==> config.mk <==
export PLATFORM = sky130hd
export DESIGN_NAME = lgfv_top
export DESIGN_NICKNAME = d
export VERILOG_FILES = /design/src/lgfv_pkg.sv /design/src/lgfv_top.sv
export VERILOG_INCLUDE_DIRS = /design/src /design/src/src
export SDC_FILE = /design/constraint.sdc
export NUM_CORES = 1
export LEC_CHECK = 0
export BUFFER_PORTS_ARGS = -buffer_cell sky130_fd_sc_hd__buf_4
export CAP_MARGIN = 30
export CORE_ASPECT_RATIO = 1.5
export CORE_MARGIN = 2
export CORE_UTILIZATION = 50
export DETAILED_ROUTE_END_ITERATION = 8
export GPL_TIMING_DRIVEN = 0
export PLACE_DENSITY = 0.7
export SLEW_MARGIN = 15
export SYNTH_ARGS = -nofsm -noshare
export SYNTH_HDL_FRONTEND = slang
export SYNTH_SLANG_ARGS = --single-unit
==> constraint.sdc <==
create_clock -name aclk -period 3.5 [get_ports aclk]
set_clock_uncertainty 0.05 [all_clocks]
set_input_delay 0 -clock aclk [delete_from_list [all_inputs] [get_ports aclk]]
set_output_delay 0 -clock aclk [all_outputs]
set_load 0.03 [all_outputs]
==> src/lgfv_map.svh <==
/*
 Register indexes, field positions, reset values and timing figures of the
 link GPIO and frame qualification block. Definitions only.
 Assumes a 50 MHz register clock and byte address = 4 x register index.
*/
// Contract
// - Seven local pins, each drivable from forward GPIO.
// - Four forward GPIOs per port, routable anywhere.
// - Reject forward GPIO from older serializer types.
// - Forward update every 1, 2 or 5 frames.
// - Sync pulse or internal status selectable per pin.
// - Pins start as inputs, drivers off.
// - Four back slots per port, any pin.
// - Sample slots once per 30-bit back frame.
// - Internal or external sync placeable on slots.
// - Slot selection in two per-port registers.
// - Per-pin input and pulldown disables, default enabled.
// - Frame and line windows give approximate boundaries.
// - Raw mode: frame is vsync, line hsync.
// - Per-port independent frame and line polarity.
// - Frame valid only after programmed minimum setup; the code flags a short setup as a violation and still passes the frame window.
// - Short setup drops first line, option forwards.
// - Device group drives constant programmed level.
`ifndef LGFV_MAP_SVH
`define LGFV_MAP_SVH

`define LGFV_NPINS 7
`define LGFV_NPORTS 2
`define LGFV_IDX_IN_DIS 8'h0F
`define LGFV_IDX_PIN0 8'h10
`define LGFV_IDX_PIN_LAST 8'h16
`define LGFV_IDX_PAGE 8'h4C
`define LGFV_IDX_STATUS 8'h4D
`define LGFV_IDX_LEVEL 8'h4E
`define LGFV_IDX_FWD 8'h4F
`define LGFV_IDX_LINK 8'h6D
`define LGFV_IDX_SLOT_A 8'h6E
`define LGFV_IDX_SLOT_B 8'h6F
`define LGFV_IDX_POL 8'h7C
`define LGFV_IDX_MIN 8'hBC
`define LGFV_IDX_PD_DIS 8'hBE
`define LGFV_REG_RST 8'h00
`define LGFV_MIN_RST 8'h80
`define LGFV_PC_OE 0
`define LGFV_PC_VAL 1
`define LGFV_PC_SEL 4:2
`define LGFV_PC_GRP 7:5
`define LGFV_GRP_PORT0 3'h0
`define LGFV_GRP_PORT1 3'h1
`define LGFV_GRP_DEV 3'h4
`define LGFV_SLOT_LO 3:0
`define LGFV_SLOT_HI 7:4
`define LGFV_SLOT_OFF 4'h0
`define LGFV_SLOT_PIN_LAST 4'h7
`define LGFV_SLOT_INT 4'h8
`define LGFV_SLOT_EXT 4'h9
`define LGFV_LC_CNT 2:0
`define LGFV_LC_LEGACY 3
`define LGFV_LC_RATE 5:4
`define LGFV_RATE_10M 2'h1
`define LGFV_RATE_2M5 2'h2
`define LGFV_POL_FV 0
`define LGFV_POL_LV 1
`define LGFV_POL_FWD 2
`define LGFV_FWD_PER1 3'h1
`define LGFV_FWD_PER2 3'h2
`define LGFV_FWD_PER5 3'h5
`define LGFV_CNT_MAX 8'hFF
`define LGFV_CLK_NS 20
`define LGFV_BC_FRAME_NS_50M 600
`define LGFV_BC_FRAME_NS_10M 3000
`define LGFV_BC_FRAME_US_2M5 12
`define LGFV_AXI_OKAY 2'h0
`define LGFV_AXI_SLVERR 2'h2

`endif

==> src/lgfv_pkg.sv <==
/*
 Types of the link GPIO and frame qualification block.
 Assumes the link receive logic runs on the register clock.
*/
package lgfv_pkg;
	typedef struct packed {
		logic lock;
		logic pass;
		logic fwd_frame;
		logic [3:0] fwd_gpio;
		logic frame_window;
		logic line_window;
	} lgfv_rx_t;

	typedef struct packed {
		logic [3:0] bc_slot;
		logic frame_window;
		logic line_window;
	} lgfv_tx_t;

	typedef enum logic [1:0] {FQ_IDLE, FQ_SETUP, FQ_VIDEO} lgfv_fq_state_t;
endpackage

==> src/lgfv_top.sv <==
/*
 Link GPIO pin mapping, back channel slot sampling and raw frame/line
 qualification for two receive ports, with an AXI4-Lite register slave.
 Assumes receive-port signals are on aclk; pins and external sync are not.
*/
// Added by the designer: the AXI4-Lite slave port.
`timescale 1ns/1ps
`include "lgfv_map.svh"

module lgfv_top (
	input wire logic aclk, // 50 MHz clock
	input wire logic aresetn, // Synchronous reset, low
	input wire logic s_axi_awvalid, // Write address valid
	output logic s_axi_awready, // Write address ready
	input wire logic [9:0] s_axi_awaddr, // Write byte address
	input wire logic [2:0] s_axi_awprot, // Unused
	input wire logic s_axi_wvalid, // Write data valid
	output logic s_axi_wready, // Write data ready
	input wire logic [31:0] s_axi_wdata, // Write data
	input wire logic [3:0] s_axi_wstrb, // Byte strobes
	output logic s_axi_bvalid, // Write response valid
	input wire logic s_axi_bready, // Write response ready
	output logic [1:0] s_axi_bresp, // Write response
	input wire logic s_axi_arvalid, // Read address valid
	output logic s_axi_arready, // Read address ready
	input wire logic [9:0] s_axi_araddr, // Read byte address
	input wire logic [2:0] s_axi_arprot, // Unused
	output logic s_axi_rvalid, // Read data valid
	input wire logic s_axi_rready, // Read data ready
	output logic [31:0] s_axi_rdata, // Read data
	output logic [1:0] s_axi_rresp, // Read response
	input wire lgfv_pkg::lgfv_rx_t [1:0] rx, // Per-port link status
	output lgfv_pkg::lgfv_tx_t [1:0] tx, // Per-port slots and windows
	input wire logic sensor_sync_pulse, // Internal frame sync
	input wire logic ext_sync_in, // External frame sync pin
	input wire logic [6:0] pin_in, // Pin levels
	output logic [6:0] pin_out, // Pin drive values
	output logic [6:0] pin_oe, // Pin driver enables
	output logic [6:0] pin_pulldown_en, // Pulldown enables
	output logic [6:0] pin_input_en // Input path enables
);
	localparam int BC_CYC_50M = `LGFV_BC_FRAME_NS_50M / `LGFV_CLK_NS;
	localparam int BC_CYC_10M = `LGFV_BC_FRAME_NS_10M / `LGFV_CLK_NS;
	localparam int BC_CYC_2M5 = (`LGFV_BC_FRAME_US_2M5 * 1000) / `LGFV_CLK_NS;

	function automatic logic [2:0] fwd_period(input logic [2:0] n);
		case (n)
			3'h1: fwd_period = `LGFV_FWD_PER1;
			3'h2: fwd_period = `LGFV_FWD_PER2;
			3'h3, 3'h4: fwd_period = `LGFV_FWD_PER5;
			default: fwd_period = 3'h0;
		endcase
	endfunction

	function automatic logic [9:0] bc_frame_cyc(input logic [1:0] r);
		case (r)
			`LGFV_RATE_10M: bc_frame_cyc = 10'(BC_CYC_10M);
			`LGFV_RATE_2M5: bc_frame_cyc = 10'(BC_CYC_2M5);
			default: bc_frame_cyc = 10'(BC_CYC_50M);
		endcase
	endfunction

	// Code 0 keeps a slot low, so reset sends nothing back
	function automatic logic slot_src(input logic [3:0] c, input logic [7:0] lvl,
		input logic isync);
		if (c == `LGFV_SLOT_OFF)
			slot_src = 1'b0;
		else if (c <= `LGFV_SLOT_PIN_LAST)
			slot_src = lvl[3'(c - 4'h1)];
		else if (c == `LGFV_SLOT_INT)
			slot_src = isync;
		else if (c == `LGFV_SLOT_EXT)
			slot_src = lvl[7];
		else
			slot_src = 1'b0;
	endfunction

	function automatic logic pin_src(input logic [7:0] ctl, input logic [7:0] st0,
		input logic [7:0] st1, input logic [7:0] dev);
		case (ctl[`LGFV_PC_GRP])
			`LGFV_GRP_PORT0: pin_src = st0[ctl[`LGFV_PC_SEL]];
			`LGFV_GRP_PORT1: pin_src = st1[ctl[`LGFV_PC_SEL]];
			`LGFV_GRP_DEV: pin_src = dev[ctl[`LGFV_PC_SEL]];
			default: pin_src = 1'b0;
		endcase
	endfunction

	function automatic logic idx_valid(input logic [7:0] i);
		idx_valid = (i == `LGFV_IDX_IN_DIS) || (i == `LGFV_IDX_PAGE) ||
			(i == `LGFV_IDX_STATUS) || (i == `LGFV_IDX_LEVEL) ||
			(i == `LGFV_IDX_FWD) || (i == `LGFV_IDX_LINK) ||
			(i == `LGFV_IDX_SLOT_A) || (i == `LGFV_IDX_SLOT_B) ||
			(i == `LGFV_IDX_POL) || (i == `LGFV_IDX_MIN) ||
			(i == `LGFV_IDX_PD_DIS) ||
			((i >= `LGFV_IDX_PIN0) && (i <= `LGFV_IDX_PIN_LAST));
	endfunction

	logic [7:0] in_dis, pd_dis, page;
	logic [7:0] pin_ctl [`LGFV_NPINS];
	logic [7:0] slot_a [`LGFV_NPORTS];
	logic [7:0] slot_b [`LGFV_NPORTS];
	logic [7:0] pol [`LGFV_NPORTS];
	logic [7:0] min_t [`LGFV_NPORTS];
	logic [7:0] link [`LGFV_NPORTS];
	logic [1:0] viol_sticky;

	// Bus slave
	logic aw_hold, w_hold, w_lane;
	logic [9:0] aw_addr;
	logic [7:0] w_byte;
	logic [7:0] rd_val;
	wire pg = page[0];
	wire [7:0] wr_idx = aw_addr[9:2];
	wire [7:0] rd_idx = s_axi_araddr[9:2];
	wire wr_go = aw_hold && w_hold && !s_axi_bvalid;
	wire wr_hit = idx_valid(wr_idx);
	wire wr_en = wr_go && wr_hit && w_lane;
	wire ar_take = s_axi_arvalid && s_axi_arready;
	assign s_axi_awready = !aw_hold && !s_axi_bvalid;
	assign s_axi_wready = !w_hold && !s_axi_bvalid;
	assign s_axi_arready = !s_axi_rvalid;

	always_ff @(posedge aclk) begin
		if (!aresetn) begin
			aw_hold <= 1'b0;
			w_hold <= 1'b0;
			aw_addr <= 10'h000;
			w_byte <= 8'h00;
			w_lane <= 1'b0;
			s_axi_bvalid <= 1'b0;
			s_axi_bresp <= `LGFV_AXI_OKAY;
		end else begin
			if (s_axi_awvalid && s_axi_awready) begin
				aw_hold <= 1'b1;
				aw_addr <= s_axi_awaddr;
			end
			if (s_axi_wvalid && s_axi_wready) begin
				w_hold <= 1'b1;
				w_byte <= s_axi_wdata[7:0];
				w_lane <= s_axi_wstrb[0];
			end
			if (wr_go) begin
				aw_hold <= 1'b0;
				w_hold <= 1'b0;
				s_axi_bvalid <= 1'b1;
				s_axi_bresp <= wr_hit ? `LGFV_AXI_OKAY : `LGFV_AXI_SLVERR;
			end else if (s_axi_bvalid && s_axi_bready) begin
				s_axi_bvalid <= 1'b0;
			end
		end
	end

	// Link side state
	logic [7:0] sy1, sy2, sy3, level;
	logic [3:0] fwd_hold [`LGFV_NPORTS], bc_slot_q [`LGFV_NPORTS];
	logic [2:0] fwd_cnt [`LGFV_NPORTS];
	logic [9:0] bc_cnt [`LGFV_NPORTS];
	lgfv_pkg::lgfv_fq_state_t fq_state [`LGFV_NPORTS];
	lgfv_pkg::lgfv_fq_state_t next_fq_state [`LGFV_NPORTS];
	logic [7:0] fq_cnt [`LGFV_NPORTS];
	logic [7:0] next_fq_cnt [`LGFV_NPORTS];
	logic [1:0] fq_drop, next_fq_drop, lv_prev, fv, lv, viol, fw_q, lw_q;

	always_comb begin
		rd_val = 8'h00;
		case (rd_idx)
			`LGFV_IDX_IN_DIS: rd_val = in_dis;
			`LGFV_IDX_PAGE: rd_val = page;
			`LGFV_IDX_STATUS: rd_val = {6'h00, viol_sticky};
			`LGFV_IDX_LEVEL: rd_val = level;
			`LGFV_IDX_FWD: rd_val = {fwd_hold[1], fwd_hold[0]};
			`LGFV_IDX_LINK: rd_val = link[pg];
			`LGFV_IDX_SLOT_A: rd_val = slot_a[pg];
			`LGFV_IDX_SLOT_B: rd_val = slot_b[pg];
			`LGFV_IDX_POL: rd_val = pol[pg];
			`LGFV_IDX_MIN: rd_val = min_t[pg];
			`LGFV_IDX_PD_DIS: rd_val = pd_dis;
			default: begin
				for (int i = 0; i < `LGFV_NPINS; i++) begin
					if (rd_idx == 8'(`LGFV_IDX_PIN0 + i))
						rd_val = pin_ctl[i];
				end
			end
		endcase
	end

	always_ff @(posedge aclk) begin
		if (!aresetn) begin
			s_axi_rvalid <= 1'b0;
			s_axi_rdata <= 32'h00000000;
			s_axi_rresp <= `LGFV_AXI_OKAY;
		end else if (ar_take) begin
			s_axi_rvalid <= 1'b1;
			s_axi_rdata <= {24'h000000, rd_val};
			s_axi_rresp <= idx_valid(rd_idx) ? `LGFV_AXI_OKAY : `LGFV_AXI_SLVERR;
		end else if (s_axi_rready) begin
			s_axi_rvalid <= 1'b0;
		end
	end

	// Register file; banked registers follow the page bit
	always_ff @(posedge aclk) begin
		if (!aresetn) begin
			in_dis <= `LGFV_REG_RST;
			pd_dis <= `LGFV_REG_RST;
			page <= `LGFV_REG_RST;
			for (int i = 0; i < `LGFV_NPINS; i++)
				pin_ctl[i] <= `LGFV_REG_RST;
			for (int p = 0; p < `LGFV_NPORTS; p++) begin
				slot_a[p] <= `LGFV_REG_RST;
				slot_b[p] <= `LGFV_REG_RST;
				pol[p] <= `LGFV_REG_RST;
				link[p] <= `LGFV_REG_RST;
				min_t[p] <= `LGFV_MIN_RST;
			end
		end else if (wr_en) begin
			case (wr_idx)
				`LGFV_IDX_IN_DIS: in_dis <= w_byte;
				`LGFV_IDX_PD_DIS: pd_dis <= w_byte;
				`LGFV_IDX_PAGE: page <= w_byte;
				`LGFV_IDX_LINK: link[pg] <= w_byte;
				`LGFV_IDX_SLOT_A: slot_a[pg] <= w_byte;
				`LGFV_IDX_SLOT_B: slot_b[pg] <= w_byte;
				`LGFV_IDX_POL: pol[pg] <= w_byte;
				`LGFV_IDX_MIN: min_t[pg] <= w_byte;
				default: begin
					for (int i = 0; i < `LGFV_NPINS; i++) begin
						if (wr_idx == 8'(`LGFV_IDX_PIN0 + i))
							pin_ctl[i] <= w_byte;
					end
				end
			endcase
		end
	end

	// Write one clears; a violation in the same cycle wins
	wire [1:0] viol_clr = (wr_en && wr_idx == `LGFV_IDX_STATUS) ? w_byte[1:0] : 2'h0;
	always_ff @(posedge aclk) begin
		if (!aresetn)
			viol_sticky <= 2'h0;
		else
			viol_sticky <= (viol_sticky & ~viol_clr) | viol;
	end

	// Pin and external sync input: three stages, accept when last two agree
	wire [7:0] agree = ~(sy2 ^ sy3);
	wire [7:0] pin_sample = level & {1'b1, ~in_dis[6:0]};
	always_ff @(posedge aclk) begin
		if (!aresetn) begin
			sy1 <= 8'h00;
			sy2 <= 8'h00;
			sy3 <= 8'h00;
			level <= 8'h00;
		end else begin
			sy1 <= {ext_sync_in, pin_in};
			sy2 <= sy1;
			sy3 <= sy2;
			level <= (agree & sy2) | (~agree & level);
		end
	end

	// Forward GPIO capture
	logic [2:0] fwd_per [`LGFV_NPORTS];
	logic [1:0] fwd_take, fwd_wrap, bc_tick;
	always_comb begin
		for (int p = 0; p < `LGFV_NPORTS; p++) begin
			fwd_per[p] = fwd_period(link[p][`LGFV_LC_CNT]);
			fwd_wrap[p] = (fwd_per[p] == 3'h0) || (fwd_cnt[p] == fwd_per[p] - 3'h1);
			fwd_take[p] = rx[p].fwd_frame && fwd_wrap[p] && (fwd_per[p] != 3'h0);
			bc_tick[p] = bc_cnt[p] == bc_frame_cyc(link[p][`LGFV_LC_RATE]) - 10'h001;
			tx[p] = {bc_slot_q[p], fw_q[p], lw_q[p]};
		end
	end

	always_ff @(posedge aclk) begin
		if (!aresetn) begin
			for (int p = 0; p < `LGFV_NPORTS; p++) begin
				fwd_hold[p] <= 4'h0;
				fwd_cnt[p] <= 3'h0;
				bc_cnt[p] <= 10'h000;
				bc_slot_q[p] <= 4'h0;
			end
		end else begin
			for (int p = 0; p < `LGFV_NPORTS; p++) begin
				if (rx[p].fwd_frame)
					fwd_cnt[p] <= fwd_wrap[p] ? 3'h0 : fwd_cnt[p] + 3'h1;
				if (link[p][`LGFV_LC_LEGACY])
					fwd_hold[p] <= 4'h0;
				else if (fwd_take[p])
					fwd_hold[p] <= rx[p].fwd_gpio;
				bc_cnt[p] <= bc_tick[p] ? 10'h000 : bc_cnt[p] + 10'h001;
				// Slots only change at a frame tick and hold in between
				if (bc_tick[p]) begin
					bc_slot_q[p][0] <= slot_src(slot_a[p][`LGFV_SLOT_LO], pin_sample,
						sensor_sync_pulse);
					bc_slot_q[p][1] <= slot_src(slot_a[p][`LGFV_SLOT_HI], pin_sample,
						sensor_sync_pulse);
					bc_slot_q[p][2] <= slot_src(slot_b[p][`LGFV_SLOT_LO], pin_sample,
						sensor_sync_pulse);
					bc_slot_q[p][3] <= slot_src(slot_b[p][`LGFV_SLOT_HI], pin_sample,
						sensor_sync_pulse);
				end
			end
		end
	end

	// Frame qualification; the count saturates so large minimums still pass
	always_comb begin
		for (int p = 0; p < `LGFV_NPORTS; p++) begin
			fv[p] = rx[p].frame_window ^ pol[p][`LGFV_POL_FV];
			lv[p] = rx[p].line_window ^ pol[p][`LGFV_POL_LV];
			next_fq_state[p] = fq_state[p];
			next_fq_cnt[p] = fq_cnt[p];
			next_fq_drop[p] = fq_drop[p];
			viol[p] = 1'b0;
			case (fq_state[p])
				lgfv_pkg::FQ_IDLE: begin
					next_fq_cnt[p] = {7'h00, fv[p]};
					next_fq_drop[p] = 1'b0;
					if (fv[p])
						next_fq_state[p] = lgfv_pkg::FQ_SETUP;
				end
				lgfv_pkg::FQ_SETUP: begin
					if (lv[p] && !lv_prev[p]) begin
						next_fq_state[p] = lgfv_pkg::FQ_VIDEO;
						if (fq_cnt[p] < min_t[p]) begin
							viol[p] = fv[p];
							next_fq_drop[p] = !pol[p][`LGFV_POL_FWD];
						end
					end else if (fq_cnt[p] != `LGFV_CNT_MAX) begin
						next_fq_cnt[p] = fq_cnt[p] + 8'h01;
					end
				end
				lgfv_pkg::FQ_VIDEO: begin
					if (!lv[p])
						next_fq_drop[p] = 1'b0;
				end
				default: next_fq_state[p] = lgfv_pkg::FQ_IDLE;
			endcase
			if (!fv[p]) begin
				next_fq_state[p] = lgfv_pkg::FQ_IDLE;
				next_fq_drop[p] = 1'b0;
			end
		end
	end

	always_ff @(posedge aclk) begin
		if (!aresetn) begin
			fq_drop <= 2'h0;
			lv_prev <= 2'h0;
			for (int p = 0; p < `LGFV_NPORTS; p++) begin
				fq_state[p] <= lgfv_pkg::FQ_IDLE;
				fq_cnt[p] <= 8'h00;
				fw_q[p] <= 1'b0;
				lw_q[p] <= 1'b0;
			end
		end else begin
			fq_drop <= next_fq_drop;
			lv_prev <= lv;
			for (int p = 0; p < `LGFV_NPORTS; p++) begin
				fq_state[p] <= next_fq_state[p];
				fq_cnt[p] <= next_fq_cnt[p];
				fw_q[p] <= fv[p] &&
					(next_fq_state[p] == lgfv_pkg::FQ_VIDEO);
				lw_q[p] <= lv[p] && !next_fq_drop[p] &&
					(next_fq_state[p] == lgfv_pkg::FQ_VIDEO);
			end
		end
	end

	// Pin outputs
	wire [7:0] st0 = {tx[0].line_window, tx[0].frame_window, rx[0].pass, rx[0].lock,
		fwd_hold[0]};
	wire [7:0] st1 = {tx[1].line_window, tx[1].frame_window, rx[1].pass, rx[1].lock,
		fwd_hold[1]};
	wire lock_or = rx[0].lock | rx[1].lock;
	wire lock_and = rx[0].lock & rx[1].lock;
	wire pass_and = rx[0].pass & rx[1].pass;

	always_ff @(posedge aclk) begin
		if (!aresetn) begin
			pin_out <= 7'h00;
		end else begin
			for (int i = 0; i < `LGFV_NPINS; i++)
				pin_out[i] <= pin_src(pin_ctl[i], st0, st1, {3'h0, sensor_sync_pulse,
					pass_and, lock_and, lock_or, pin_ctl[i][`LGFV_PC_VAL]});
		end
	end

	always_comb begin
		for (int i = 0; i < `LGFV_NPINS; i++)
			pin_oe[i] = pin_ctl[i][`LGFV_PC_OE];
	end

	// Inverted register bits, so enabled after reset
	assign pin_input_en = ~in_dis[6:0];
	assign pin_pulldown_en = ~pd_dis[6:0];

endmodule
# Word-level counts from Yosys, hierarchy flattened
# Memory sizes are Yosys's and may differ from the RTL's. A register that Yosys moved wholly into a read port is not among the register bits.
# Cells that the tools add are included.
# classes
n_eq_ne,90
mux,299
n_shift,0
n_mul,0
reduce_logical,94
n_bitwise,47
n_lt_le_gt_ge,29
n_addsub,18
n_div,0
# ops
operator,n
2-to-1 mux 1 bit,206
2-to-1 mux 8 bit,25
equality test 8 x 7 -> 1 bit (second input constant),16
equality test 8 x 5 -> 1 bit (second input constant),14
one-hot mux 8 bit (11 select lines),1
binary-select mux 1 bit (select 3 bit),29
equality test 4 bit (second input constant),16
< comparator 3 x 4 -> 1 bit (second input constant),15
OR reduction 8 bit,6
2-to-1 mux 10 bit,4
one-hot mux 10 bit (2 select lines),2
equality test 8 bit (second input constant),4
<= comparator 4 x 3 -> 1 bit (second input constant),8
zero test 4 bit,8
one-hot mux 8 bit (2 select lines),2
subtractor 3 x 1 -> 3 bit (second input constant),10
bitwise OR 1 bit,28
equality test 3 x 1 -> 1 bit (second input constant),9
equality test 3 bit (second input constant),9
zero test 3 bit,9
one-hot mux 1 bit (3 select lines),9
logical AND 1 bit,25
bitwise AND 8 bit,3
logical OR 1 bit,24
other kinds (35),95
# totals
rom_bits,0
out_inout_bits,81
register_bits,108
elab_cells,612
memories,12
inputBits,96
ramBits,198
latchBits,0
# memory_table
memory,depth,width,read_ports,rd_ports_with_merged_regs,write_ports,line,source
pin_ctl,7,8,7,0,7,lgfv_top.sv:99,logic [7:0] pin_ctl [`LGFV_NPINS];
bc_cnt,2,10,2,0,2,lgfv_top.sv:157,logic [9:0] bc_cnt [`LGFV_NPORTS];
fq_cnt,2,8,2,0,2,lgfv_top.sv:160,logic [7:0] fq_cnt [`LGFV_NPORTS];
link,2,8,3,1,2,lgfv_top.sv:104,logic [7:0] link [`LGFV_NPORTS];
min_t,2,8,3,1,2,lgfv_top.sv:103,logic [7:0] min_t [`LGFV_NPORTS];
pol,2,8,3,1,2,lgfv_top.sv:102,logic [7:0] pol [`LGFV_NPORTS];
6 more memories,--,--,--,--,--,--,

# Logic depth before layout (Yosys ltp)
# Gate-level depths: netlist (run 1).
# logic_depth
word_depth,19
depth_mapped,9
ltp_nobuf,8

# Worst setup path before layout (run 1)
# No wires, ideal clock.
# synth_path
kind,register to register
from,reg aw_addr[7]
to,"mem pol[0][0], enable pin"
path_slack_ps,627
stages_incl_launch_ff,9
path_buffers,2
arrival_ps,2439
setup_ps,384
t_required_ps,3066
period_less_slack_ps,2873
cell_sequence,dfxtp_1 buf_4 nor4b_4 a21oi_1 a211oi_2 o21ai_2 or4_1 buf_6 o21ai_0
# synth_lines
item,line,source
start: declaration,lgfv_top.sv:109,logic [9:0] aw_addr;
start signal: assignment,lgfv_top.sv:135,aw_addr <= s_axi_awaddr;
end: declaration,lgfv_top.sv:102,

==> results of run 1 <==
==> cells in the final DEF, fill, tap and decap left out, types with 13 or more instances in the layout <==
cell           synthesis  routed
nand2b_1              23      23
clkbuf_16              0      29
nor2b_1               44      44
dfxtp_1              145     145
nor2_1               188     188
ha_1                  44      44
a21oi_1               67      67
xor2_1                26      26
edfxtp_1             158     158
o21ai_0               73      72
o211ai_1              17      17
buf_4                 35     145
mux2i_1               57      57
clkbuf_1              76      78
and2_1                71      71
mux2_2                13      13
nor3_1                31      31
nand2_1              145     145
a31oi_1               15      15
conb_1                 1      26
nand3_1               47      47
dlygate4sd3_1          0      78
inv_1                 77      77
mux4_2                56      56
nand4_1               17      17
buf_2                  7      14
a22oi_1               17      17
a21boi_0              31      31
xnor2_1               18      18
==> kinds of logic after synthesis <==
logic type / after synthesis
fa+ha+maj: 44
xor+xnor: 44
simple gates: 625
other cells: 1
flops: 303
mux: 126
buf+inv: 204
compound gates: 297
==> cells in the mapped netlist, types with 7 or more instances <==
cell	number	area (sq um)
a31oi_1	15	93.84
nand3b_1	10	75.07
a2111oi_0	9	78.83
nand2b_1	23	143.9
mux2i_1	57	570.6
o211ai_1	17	127.6
xor2_1	26	227.7
and2_1	71	444.2
a21boi_0	31	232.7
dfxtp_1	145	2903
a211oi_1	8	60.06
a21oi_1	67	335.3
o31ai_1	7	52.55
xnor2_1	18	157.7
clkbuf_1	76	285.3
buf_4	35	262.8
nor3_1	31	155.2
nand4_1	17	106.4
nor3b_1	10	75.07
ha_1	44	550.5
mux2_2	13	146.4
inv_1	77	289.0
mux4_2	56	1261
a22oi_1	17	127.6
nor2_1	188	705.7
buf_2	7	35.03
nor2b_1	44	275.3
nand2_1	145	544.3
edfxtp_1	158	4745
nand3_1	47	235.2
o21ai_0	73	365.4
==> through the flow <==
| step | std cells | power, mW | hold WS, ps | utilization, % |
|---|---|---|---|---|
| floorplan | 1669 | 4.615 | 77.29 | - |
| global placement | 2194 | 4.950 | 159.8 | 55.07 |
| detailed placement | 2202 | 4.973 | 162.8 | 55.28 |
| CTS | 2333 | 8.381 | 24.58 | 60.81 |
| global route | 2334 | 8.608 | 66.59 | 60.84 |
| finish | 2334 | 8.375 | 81.09 | 60.84 |
==> layout make-up <==
type	instances	area, sq um	area share [%]
buffer	126	628.1	3.173
clock buffer	35	779.5	3.938
clock inverter	18	236.5	1.195
inverter	78	292.8	1.479
multi-input combinational	1162	8031	40.58
sequential	303	7647	38.64
tap	415	519.2	2.623
timing repair buffer	197	1658	8.376
==> report_power, final <==
| group | switching [mW] | internal [mW] | leakage (nW) | total [mW] |
|---|---|---|---|---|
| registers | 0.128 | 3.86 | 2.80 | 3.99 |
| clock network | 1.42 | 1.96 | 0.496 | 3.38 |
| logic | 0.591 | 0.412 | 4.15 | 1.00 |
| total | 2.14 | 6.24 | 7.44 | 8.37 |
==> critical path: cells and delay by family (launching register included) <==
family | cells | cell delay (ps)
compound gates | 4 | 1050
simple gates | 2 | 1020
buf+inv | 3 | 680
flops | 1 | 330
==> registers in the layout, indices dropped and copies added (netlist names), 16 cells and up, named ones only <==
signal   cells
min_t       16
slot_b      16
link        16
slot_a      16
pol         16
bc_cnt      20
fq_cnt      16
pin_ctl     56
==> path summary, 6_finish.rpt <==
check                  start        endpoint  slack [ps]  depth (start not counted)
max               aw_addr[2]       pol[1][3]          80                          9
min          s_axi_araddr[2]  s_axi_rdata[5]          80                          5
max reg2reg       aw_addr[2]       pol[1][3]          80                          9
min reg2reg           sy1[7]          sy2[7]         390                          1
==> per-layer routing <==
metal / GRT usage, % / part of all wire [%] / vias up
li1: - / - / 6344
met1: 36.18 / 36 / 6743
met2: 56.44 / 50 / 651
met3: 4.033 / 7.1 / 170
met4: 18.75 / 6.5 / 0
met5: 0 / 0 / -
==> repair_timing <==
item                                    in CTS  in global routing
hold buffers                                78                  0
pin swaps                                    0                  0
hold endpoints to repair                    64                  0
endpoints found under the setup margin       4                  8
gates resized for setup                      1                  1
==> metrics.md, run 1 <==
| Metric | Value |
|---|---|
| Die Wd | `about 150 um` |
| Routed wire length | `roughly 55 mm` |
| Mean Syn Cell Area | `about 10 sq um` |
| Drt pass-1 iters | `6` |
| First-pass GRT wire length | `between 80 and 90 mm` |
| Yosys reg bits | `between 300 and 400` |
| Largest net degree at the start of global routing | `17` |
| Area Growth Syn to Fin | `20.13%` |
| Crit path setup slack, layout | `slightly below 80 ps` |
| IO Pins | `between 150 and 200` |
| DRC | `0` |
| CTS Root Cell | `clkbuf_16` |
| CTS tree | `yes` |
| CTS Sinks | `~300` |
| Final period utilization | `a little over nine tenths` |
| Startpoint types | `flip-flop` |
| F_max | `about 0.29 GHz` |
| GP Congestion | `1.021` |
| Post-DP Area | `about 18,000 sq um` |
| Initial antenna violation count | `0` |
| Ys flop type | `edfxtp_1` |
| Max IR drop VDD | `approximately 0.00042 V` |
| Fillers | `around 2,800` |
| Final setup violation count | `0` |
| Final net count | `roughly 2,000` |
| Sequential cell area fraction in the yosys report | `around 46%` |
| Slew headroom | `~36%` |
| Crit-path cells | `buf_2 -> nor2b_1 -> a31oi_1 -> a211oi_2 -> o21ai_2 -> or4_1 -> buf_6 -> o21ai_0 -> buf_2` |
| Worst EP required | `between 3000 and 4000 ps` |
| Mux contribution to synthesized area | `between 10% and 20%` |
| Number of synthesized flops with an enable pin | `158` |
| Slowest cell on crit path | `or4_1` |
| CP max FO | `10` |
| Core area | `32,530 sq um` |
| H-Tree Depth | `1` |
| Buffers on Ports | `110` |
| Worst setup path class | `reg -> reg` |
| Vias in the first global route | `between 10,000 and 15,000` |
| Setup crit end kind | `flip-flop` |
| TritonCTS Buffers | `29` |
| Mapped Cells | `1,644` |
| Post-DP HPWL | `just over 40 mm` |
| Initial core utilization | `around half` |
| Crit path DAT | `3650 ps` |
| Vias | `13,910` |
| GRT Resource Usage Total | `between 30% and 40%` |
| Height of the die | `226.3 um` |
| YS warnings | `0` |
| Layout cell share with drive strength beyond 1 | `approximately 15%` |
| Setup Fix Bufs, Post-CTS | `0` |
| Asr flop ratio synth | `0%` |
| Most used cell, CP | `buf_2` |
| Detail Route Antenna Nets | `0` |
| Grt total ovfl | `0` |
| Wirelength per Cell | `between 20 and 25 um` |
| Post-Layout Inst Area | `roughly 20,000 sq um` |
| Vias per cell | `between 5 and 6` |
| Antenna cells | `0` |
| Clk_lat worst skew | `about 570 ps` |
| Xor-xnor portion of the synthesized cell area | `~2.3%` |
| Max_cap viols | `0` |
| HP Class | `in -> reg` |
| Reg clk slew, reported paths | `70 ps` |
| Place WS | `-177.4 ps` |
| Compound-gate portion of the synthesized area | `11.63%` |
| Pwr/cell area | `423.1 nW/um^2` |
| Post-Synth Simple-Gate Area | `between 10% and 20%` |
| Largest family of logic cells by synthesized area | `simple AND/OR/NAND/NOR gates` |
| Synth Area in Adders | `3.341%` |
| Max Transition Viols Final | `0` |
| Status | `finished, final reports clean` |
| Final min period | `~3400 ps` |
| Deepest clock path buffer count | `3` |
| Slowest stage delay, CP | `about 550 ps` |
| Cell Rows | `just over 80` |
| RSZ-0062 raised after global routing | `no` |
| Setup TNS | `0 ps` |
| Worst Tran Pin Value | `approximately 950 ps` |
| First DRT Iteration DRCs | `1,133` |
| Die ar. | `between 30,000 and 40,000 sq um` |
| Final Hold Viols | `0` |
| Syn Std Cell Area | `~16,000 sq um` |
| Distinct cell type count after synthesis | `between 70 and 80` |
| Static Leak | `7.444 nW` |
No activity file was read; power rests on OpenSTA's default activity.
==> run 2, diff against run 1 <==
- GPL_TIMING_DRIVEN: 0 -> 1
- SETUP_SLACK_MARGIN: not set -> 0.15
==> run 2 against run 1 <==
Compared with the run above: hold slack improved by 29 ps; fmax grew 19%; combinational power fell by 10%; final cell count shrank 3.6%; first-iteration DRC count increased by 13%; sequential power grew 1%; via count shrank 3.5%; final area decreased by 1.0%; power is 1.2% higher; sequential share of layout area up 0.40 points; clock-buffer cell count grew 4.
==> metrics.md, run 2 (same netlist as run 1, synthesis figures left out) <==
| Metric | Value |
|---|---|
| Worst r2r src | `link[1][4] (was aw_addr[2])` |
| Worst setup path class | `reg -> reg (unchanged)` |
| Min-Delay Path Depth | `7 (was 5)` |
| Initial antenna violation count | `0 (unchanged)` |
| Largest register by flop count | `pin_ctl (unchanged)` |
| Final period utilization | `82.05% (was 97.80%)` |
| Worst EP required | `3660 ps (was 3720 ps)` |
| Final setup violation count | `0 (unchanged)` |
| Status | `finished, final reports clean (unchanged)` |
| Vias per cell | `5.965 (was 5.959)` |
| CTS tree | `yes (unchanged)` |
| Max FFs per register | `56 (unchanged)` |
| Grt total ovfl | `0 (unchanged)` |
| IO Pins | `177 (unchanged)` |
| DRC | `0 (unchanged)` |
| Max Transition Viols Final | `0 (unchanged)` |
| Met2 usage | `51.66% (was 56.44%)` |
| Final min period | `2872 ps (was 3423 ps)` |
| Core area | `32,530 sq um (unchanged)` |
| Count of non-filler cells in the finished layout | `2,249 (was 2,334)` |
| Setup crit end kind | `flip-flop (unchanged)` |
| Reg-to-reg setup timing slack | `630 ps (was 80 ps)` |
| Wirelength per Cell | `22.24 um (was 23.76 um)` |
| Number of gates resized after cts | `0 (was 1)` |
| H-Tree Depth | `1 (unchanged)` |
| Final net count | `1,952 (was 2,037)` |
| Initial core utilization | `50.64% (unchanged)` |
| GP Congestion | `0.9437 (was 1.021)` |
| Detail Route Antenna Nets | `0 (unchanged)` |
| HP Class | `in -> reg (unchanged)` |
| Vias | `13,420 (was 13,910)` |
| R2R cell count | `5 (was 9)` |
| Drt pass-1 iters | `6 (unchanged)` |
| Setup Fix Bufs, Post-CTS | `0 (unchanged)` |
| FF-to-FF End | `bc_slot_q[1][2] (was pol[1][3])` |
| Die ar. | `34,450 sq um (unchanged)` |
| First-pass GRT wire length | `76.55 mm (was 82.25 mm)` |
| Area Growth Syn to Fin | `18.91% (was 20.13%)` |
| Startpoint types | `flip-flop (unchanged)` |
| TritonCTS Buffers | `29 (unchanged)` |
| Hold Path Origin | `rx[7] (was s_axi_araddr[2])` |
| Max IR drop VDD | `0.0003404 V (was 0.0004153 V)` |
| Hold Crit Endpoint | `pin_out[5] (was s_axi_rdata[5])` |
| Placed cell count | `2,102 (was 2,202)` |
| CTS Sinks | `303 (unchanged)` |
| Top Usage Layer GRT | `met2 (unchanged)` |
| CTS Root Cell | `clkbuf_16 (unchanged)` |
| Most frequent cells in the layout | `nor2_1 (188), edfxtp_1 (158), nand2_1 (145) (was nor2_1 (188), edfxtp_1 (158), nand2_1 (145), buf_4 (145), dfxtp_1 (145))` |
| Buffers on Ports | `113 (was 110)` |
| Static Leak | `7.330 nW (was 7.444 nW)` |
| Hold-fix buffers, CTS | `93 (was 78)` |
| Met1 Use GR | `32.68% (was 36.18%)` |
| Crit path DAT | `3030 ps (was 3650 ps)` |
| Deepest clock path buffer count | `3 (unchanged)` |
| Setup TNS | `0 ps (unchanged)` |
| Largest net degree at the start of global routing | `71 (was 17)` |
| RSZ-0062 raised after global routing | `no (unchanged)` |
| GRT Resource Usage Total | `28.94% (was 31.55%)` |
| Commonest non-fill, non-tap cell in the layout | `nor2_1 (unchanged)` |
| Layout cell share with drive strength beyond 1 | `14.83% (was 15.37%)` |
| CP max FO | `13 (was 10)` |
| Regs by FF count | `pin_ctl: 56 flops, bc_cnt: 20 flops (unchanged)` |
| Reg clk slew, reported paths | `70 ps (about the same)` |
| Pwr/cell area | `432.7 nW/um^2 (was 423.1 nW/um^2)` |
| Max_cap viols | `0 (unchanged)` |
| Height of the die | `226.3 um (unchanged)` |
| Vias in the first global route | `13,260 (was 13,680)` |
| Clk_lat worst skew | `570 ps (about the same)` |
| Routed wire length | `50.01 mm (was 55.47 mm)` |
| First DRT Iteration DRCs | `1,276 (was 1,133)` |
| Fillers | `2,701 (was 2,776)` |
| Worst Tran Pin Value | `957.8 ps (was 948.6 ps)` |
| Die Wd | `152.2 um (unchanged)` |
| Final Hold Viols | `0 (unchanged)` |
| Cell Rows | `81 (unchanged)` |
| Slew headroom | `34.49% (was 36.27%)` |
| F_max | `0.3482 GHz (was 0.2921 GHz)` |
| Post-DP HPWL | `36.02 mm (was 41.45 mm)` |
| Met3 usage | `4.568% (was 4.033%)` |
| Antenna cells | `0 (unchanged)` |
## run 2: changes by cell type in the layout (fill, tap and decap cells not counted), sizes merged
cell         change
buf             -23
clkbuf          -73
clkinv           -2
clkinvlp         -1
dlygate4sd3     +15
inv              -1
## run 2: how the worst max path moves through the flow
stage | startpoint | to | slack [ps] | cells after the start
floorplan | aw_addr[7] | pol[0][0] | 630 | 8
global placement | aw_addr[2] | pol[1][1] | 680 | 7
detailed placement | link[1][4] | bc_slot_q[1][3] | 620 | 5
CTS | link[1][5] | bc_slot_q[1][0] | 610 | 4
global route | link[0][0] | fwd_hold[0][3] | 430 | 9
finish | link[1][4] | bc_slot_q[1][2] | 630 | 5
## run 2: where the power goes
| group | switching (mW) | leakage [nW] | internal [mW] |
|---|---|---|---|
| clock | 1.40 | 0.530 | 2.14 |
| combinational | 0.501 | 4.00 | 0.397 |
| sequential | 0.174 | 2.80 | 3.86 |
## run 2: layout make-up
type | count | area (sq um) | share of cell area, %
Clock inverter | 14 | 212.7 | 1.086
Multi-Input combinational cell | 1162 | 8006 | 40.87
Inverter | 78 | 292.8 | 1.494
Clock buffer | 39 | 879.6 | 4.490
Timing Repair Buffer | 238 | 2032 | 10.37
Sequential cell | 303 | 7649 | 39.04
Tap cell | 415 | 519.2 | 2.650
## run 2: worst max-delay path, stage by stage, from the launching register on
cell and delay, ps:
edfxtp_1 370, inv_1 50, ha_1 200, or4_1 510
a2111oi_0 800, nand2b_1 530
## run 2: stage by stage
stage	hold slack [ps]	setup slack (ps)	total power [mW]	area (sq um)	util [%]
2_1_floorplan	77.29	627.4	4.615	16570	-
3_3_place_gp	159.8	683.3	4.890	17560	53.98
3_5_place_dp	161.5	622.2	4.908	17560	53.98
4_1_cts	85.29	608.8	8.511	19580	60.20
5_1_grt	128.4	428.5	8.764	19590	60.22
6_report	109.6	628.1	8.476	19590	60.22
## run 2: metal layers
layer,up-vias,wire length (um)
met4,0,3209
met1,6420,17630
met3,163,3753
met5,-,0
met2,658,25420
li1,6175,-
==> run 3, diff against run 2 <==
- PLACE_DENSITY: 0.7 -> 0.72
- clock period: 3.5 -> 2.5 ns (I/O delays scaled with it)
==> run 3 against run 2 <==
Compared with the run above: non-clock buffer count grew 60; critical path depth increased by 2; via count up 2.7%; global-route usage fell by 0.23 points; clock power is 29% higher; final cell count grew 2.8%; combinational power up 54%; critical path type unchanged; critical endpoint is now pol[0][4].
==> metrics.md, run 3 (same netlist as run 1, synthesis figures left out) <==
| Metric | Value |
|---|---|
| Final period utilization | `94.68% (was 82.05%)` |
| Clk_lat worst skew | `590 ps (was 570 ps)` |
| First DRT Iteration DRCs | `1,231 (was 1,276)` |
| CTS tree | `yes (unchanged)` |
| Placed cell count | `2,171 (was 2,102)` |
| Pwr/cell area | `572.2 nW/um^2 (was 432.7 nW/um^2)` |
| Max IR drop VDD | `0.0005115 V (was 0.0003404 V)` |
| Crit-path cells | `nor4b_4 -> nand2_1 -> o211ai_1 -> o21ai_2 -> or4_1 -> buf_6 -> o21ai_4 (was inv_1 -> ha_1 -> or4_1 -> a2111oi_0 -> nand2b_1)` |
| GP Congestion | `0.9720 (was 0.9437)` |
| Regs by FF count | `pin_ctl: 56 flops, bc_cnt: 20 flops (unchanged)` |
| Slew headroom | `49.10% (was 34.49%)` |
| Static Leak | `7.657 nW (was 7.330 nW)` |
| Vias | `13,780 (was 13,420)` |
| Fin util | `62.14% (was 60.22%)` |
| Count of non-filler cells in the finished layout | `2,312 (was 2,249)` |
| Reg clk slew, reported paths | `80 ps (was 70 ps)` |
| Crit-path leading delay family | `simple AND/OR/NAND/NOR gates (unchanged)` |
| R2R cell count | `7 (was 5)` |
| Final setup violation count | `0 (unchanged)` |
| Hold Path Origin | `rx[7] (unchanged)` |
| Die ar. | `34,450 sq um (unchanged)` |
| Commonest non-fill, non-tap cell in the layout | `buf_4 (was nor2_1)` |
| Final net count | `2,013 (was 1,952)` |
| Setup TNS | `0 ps (unchanged)` |
| Max Transition Viols Final | `0 (unchanged)` |
| Wirelength per Cell | `21.83 um (was 22.24 um)` |
| TritonCTS Buffers | `30 (was 29)` |
| Buffers on Ports | `113 (unchanged)` |
| Reg-to-reg setup timing slack | `130 ps (was 630 ps)` |
| Routed wire length | `50.47 mm (was 50.01 mm)` |
| Status | `finished, final reports clean (unchanged)` |
| Initial antenna violation count | `1 (was 0)` |
| HP Class | `in -> reg (unchanged)` |
| Post-DP Area | `18,170 sq um (was 17,560 sq um)` |
| Comb pwr share | `11.9% (was 10.6%)` |
| Height of the die | `226.3 um (unchanged)` |
| Vias per cell | `5.958 (was 5.965)` |
| Sw Ratio | `25.54% (was 24.47%)` |
| Max_cap viols | `0 (unchanged)` |
| Total internal power | `8.614 mW (was 6.402 mW)` |
| Final Hold Slack | `33.63 ps (was 109.6 ps)` |
| WP depth | `7 (was 5)` |
| Startpoint types | `flip-flop (unchanged)` |
| H-Tree Depth | `1 (unchanged)` |
| Max FFs per register | `56 (unchanged)` |
| FF-to-FF End | `pol[0][4] (was bc_slot_q[1][2])` |
| F_max | `0.4225 GHz (was 0.3482 GHz)` |
| Post-Layout Inst Area | `20,220 sq um (was 19,590 sq um)` |
| GRT Resource Usage Total | `28.71% (was 28.94%)` |
| Initial core utilization | `50.64% (unchanged)` |
| Largest register by flop count | `pin_ctl (unchanged)` |
| Worst setup path class | `reg -> reg (unchanged)` |
| Min-Delay Path Depth | `7 (unchanged)` |
| CTS Root Cell | `clkbuf_16 (unchanged)` |
| Worst r2r src | `aw_addr[6] (was link[1][4])` |
| Detail Route Antenna Nets | `0 (unchanged)` |
| Setup crit end kind | `flip-flop (unchanged)` |
| Deepest clock path buffer count | `3 (unchanged)` |
| Worst Tran Pin Value | `761.9 ps (was 957.8 ps)` |
| Largest net degree at the start of global routing | `41 (was 71)` |
| Drt pass-1 iters | `6 (unchanged)` |
| Critical path buffers and inverters | `1 (unchanged)` |
| Cell Rows | `81 (unchanged)` |
| Grt total ovfl | `0 (unchanged)` |
| First-pass GRT wire length | `77.04 mm (was 76.55 mm)` |
| Clock share of power | `39.3% (was 41.8%)` |
| Share of power burned in registers | `48.7% (was 47.6%)` |
| Hold Crit Endpoint | `pin_out[4] (was pin_out[5])` |
| Slowest cell on crit path | `or4_1 (was a2111oi_0)` |
| DRC | `0 (unchanged)` |
| CP max FO | `8 (was 13)` |
| Area Growth Syn to Fin | `22.71% (was 18.91%)` |
| Crit path DAT | `2570 ps (was 3030 ps)` |
| IO Pins | `177 (unchanged)` |
| CTS Sinks | `303 (unchanged)` |
| RSZ-0062 raised after global routing | `yes (was no)` |
| Crit path setup slack, layout | `133.0 ps (was 628.1 ps)` |
| Antenna cells | `0 (unchanged)` |
| Net Switching | `2.954 mW (was 2.074 mW)` |
| Final Power | `11.57 mW (was 8.476 mW)` |
| Post-DP HPWL | `37.62 mm (was 36.02 mm)` |
| Vias in the first global route | `13,790 (was 13,260)` |
| Core area | `32,530 sq um (unchanged)` |
| Worst EP required | `2700 ps (was 3660 ps)` |
| Slowest stage delay, CP | `420 ps (was 800 ps)` |
| Most frequent cells in the layout | `buf_4 (217), nor2_1 (183), edfxtp_1 (158) (was nor2_1 (188), edfxtp_1 (158), nand2_1 (145))` |
| Final min period | `2367 ps (was 2872 ps)` |
| Die Wd | `152.2 um (unchanged)` |
| Layout cell share with drive strength beyond 1 | `20.66% (was 14.83%)` |
| Place WS | `-84.39 ps (was 622.2 ps)` |
| Final Hold Viols | `0 (unchanged)` |
==> run 3: cell count changes in the layout (fill, tap and decap cells not counted), moves of 6 or more <==
cell           previous run  this run
nand2b_4                  0         7
a21oi_1                  67        61
buf_4                   144       217
dlygate4sd3_1            93        73
nand2b_1                 23        16
==> run 3: power groups by stage <==
stage	clock (mW)	sequential, mW	combinational, mW
4_1_cts	4.59	5.63	1.33
3_3_place_gp	0	5.73	1.20
6_report	4.55	5.64	1.38
3_5_place_dp	0	5.74	1.22
5_1_grt	4.77	5.66	1.48
2_1_floorplan	0	5.66	0.806
==> run 3: timing repair <==
item,CTS,global route
pin swaps,5,11
endpoints found under the setup margin,79,109
buffers inserted,5,7
hold buffers,73,0
gates resized for setup,23,32
endpoints found under the hold margin,76,0
==> run 3: how the worst max path moves through the flow <==
stage            startpoint         endpoint
4_1_cts          aw_addr[6]        pol[0][6]
3_3_place_gp     link[1][4]  bc_slot_q[1][2]
6_report         aw_addr[6]        pol[0][4]
2_1_floorplan  s_axi_bvalid     slot_b[0][0]
5_1_grt          aw_addr[6]        pol[0][4]
3_5_place_dp     link[1][4]  bc_slot_q[1][2]
==> run 3: cell type report <==
| class | instances | area (sq um) |
|---|---|---|
| fill | 2666 | 12320 |
| timing repair buffer | 298 | 2485 |
| sequential | 303 | 7655 |
| tap | 415 | 519.2 |
| clock buffer | 45 | 934.6 |
| inverter | 78 | 292.8 |
| multi-input combinational | 1162 | 8270 |
| clock inverter | 11 | 60.06 |
==> run 3: worst reg2reg max path, delay by kind of cell, from the launching register on <==
kind | cells | cell delay (ps)
AO/OA/AOI/OAI | 3 | 640
buffers and inverters | 1 | 160
AND/OR/NAND/NOR | 3 | 840
flip-flops | 1 | 360
==> run 3: layer usage <==
metal,global-route usage (%),part of all wire (%)
met5,0,0.026
met2,52.57,51
met4,17.91,6.9
met3,3.402,6.4
met1,31.70,35
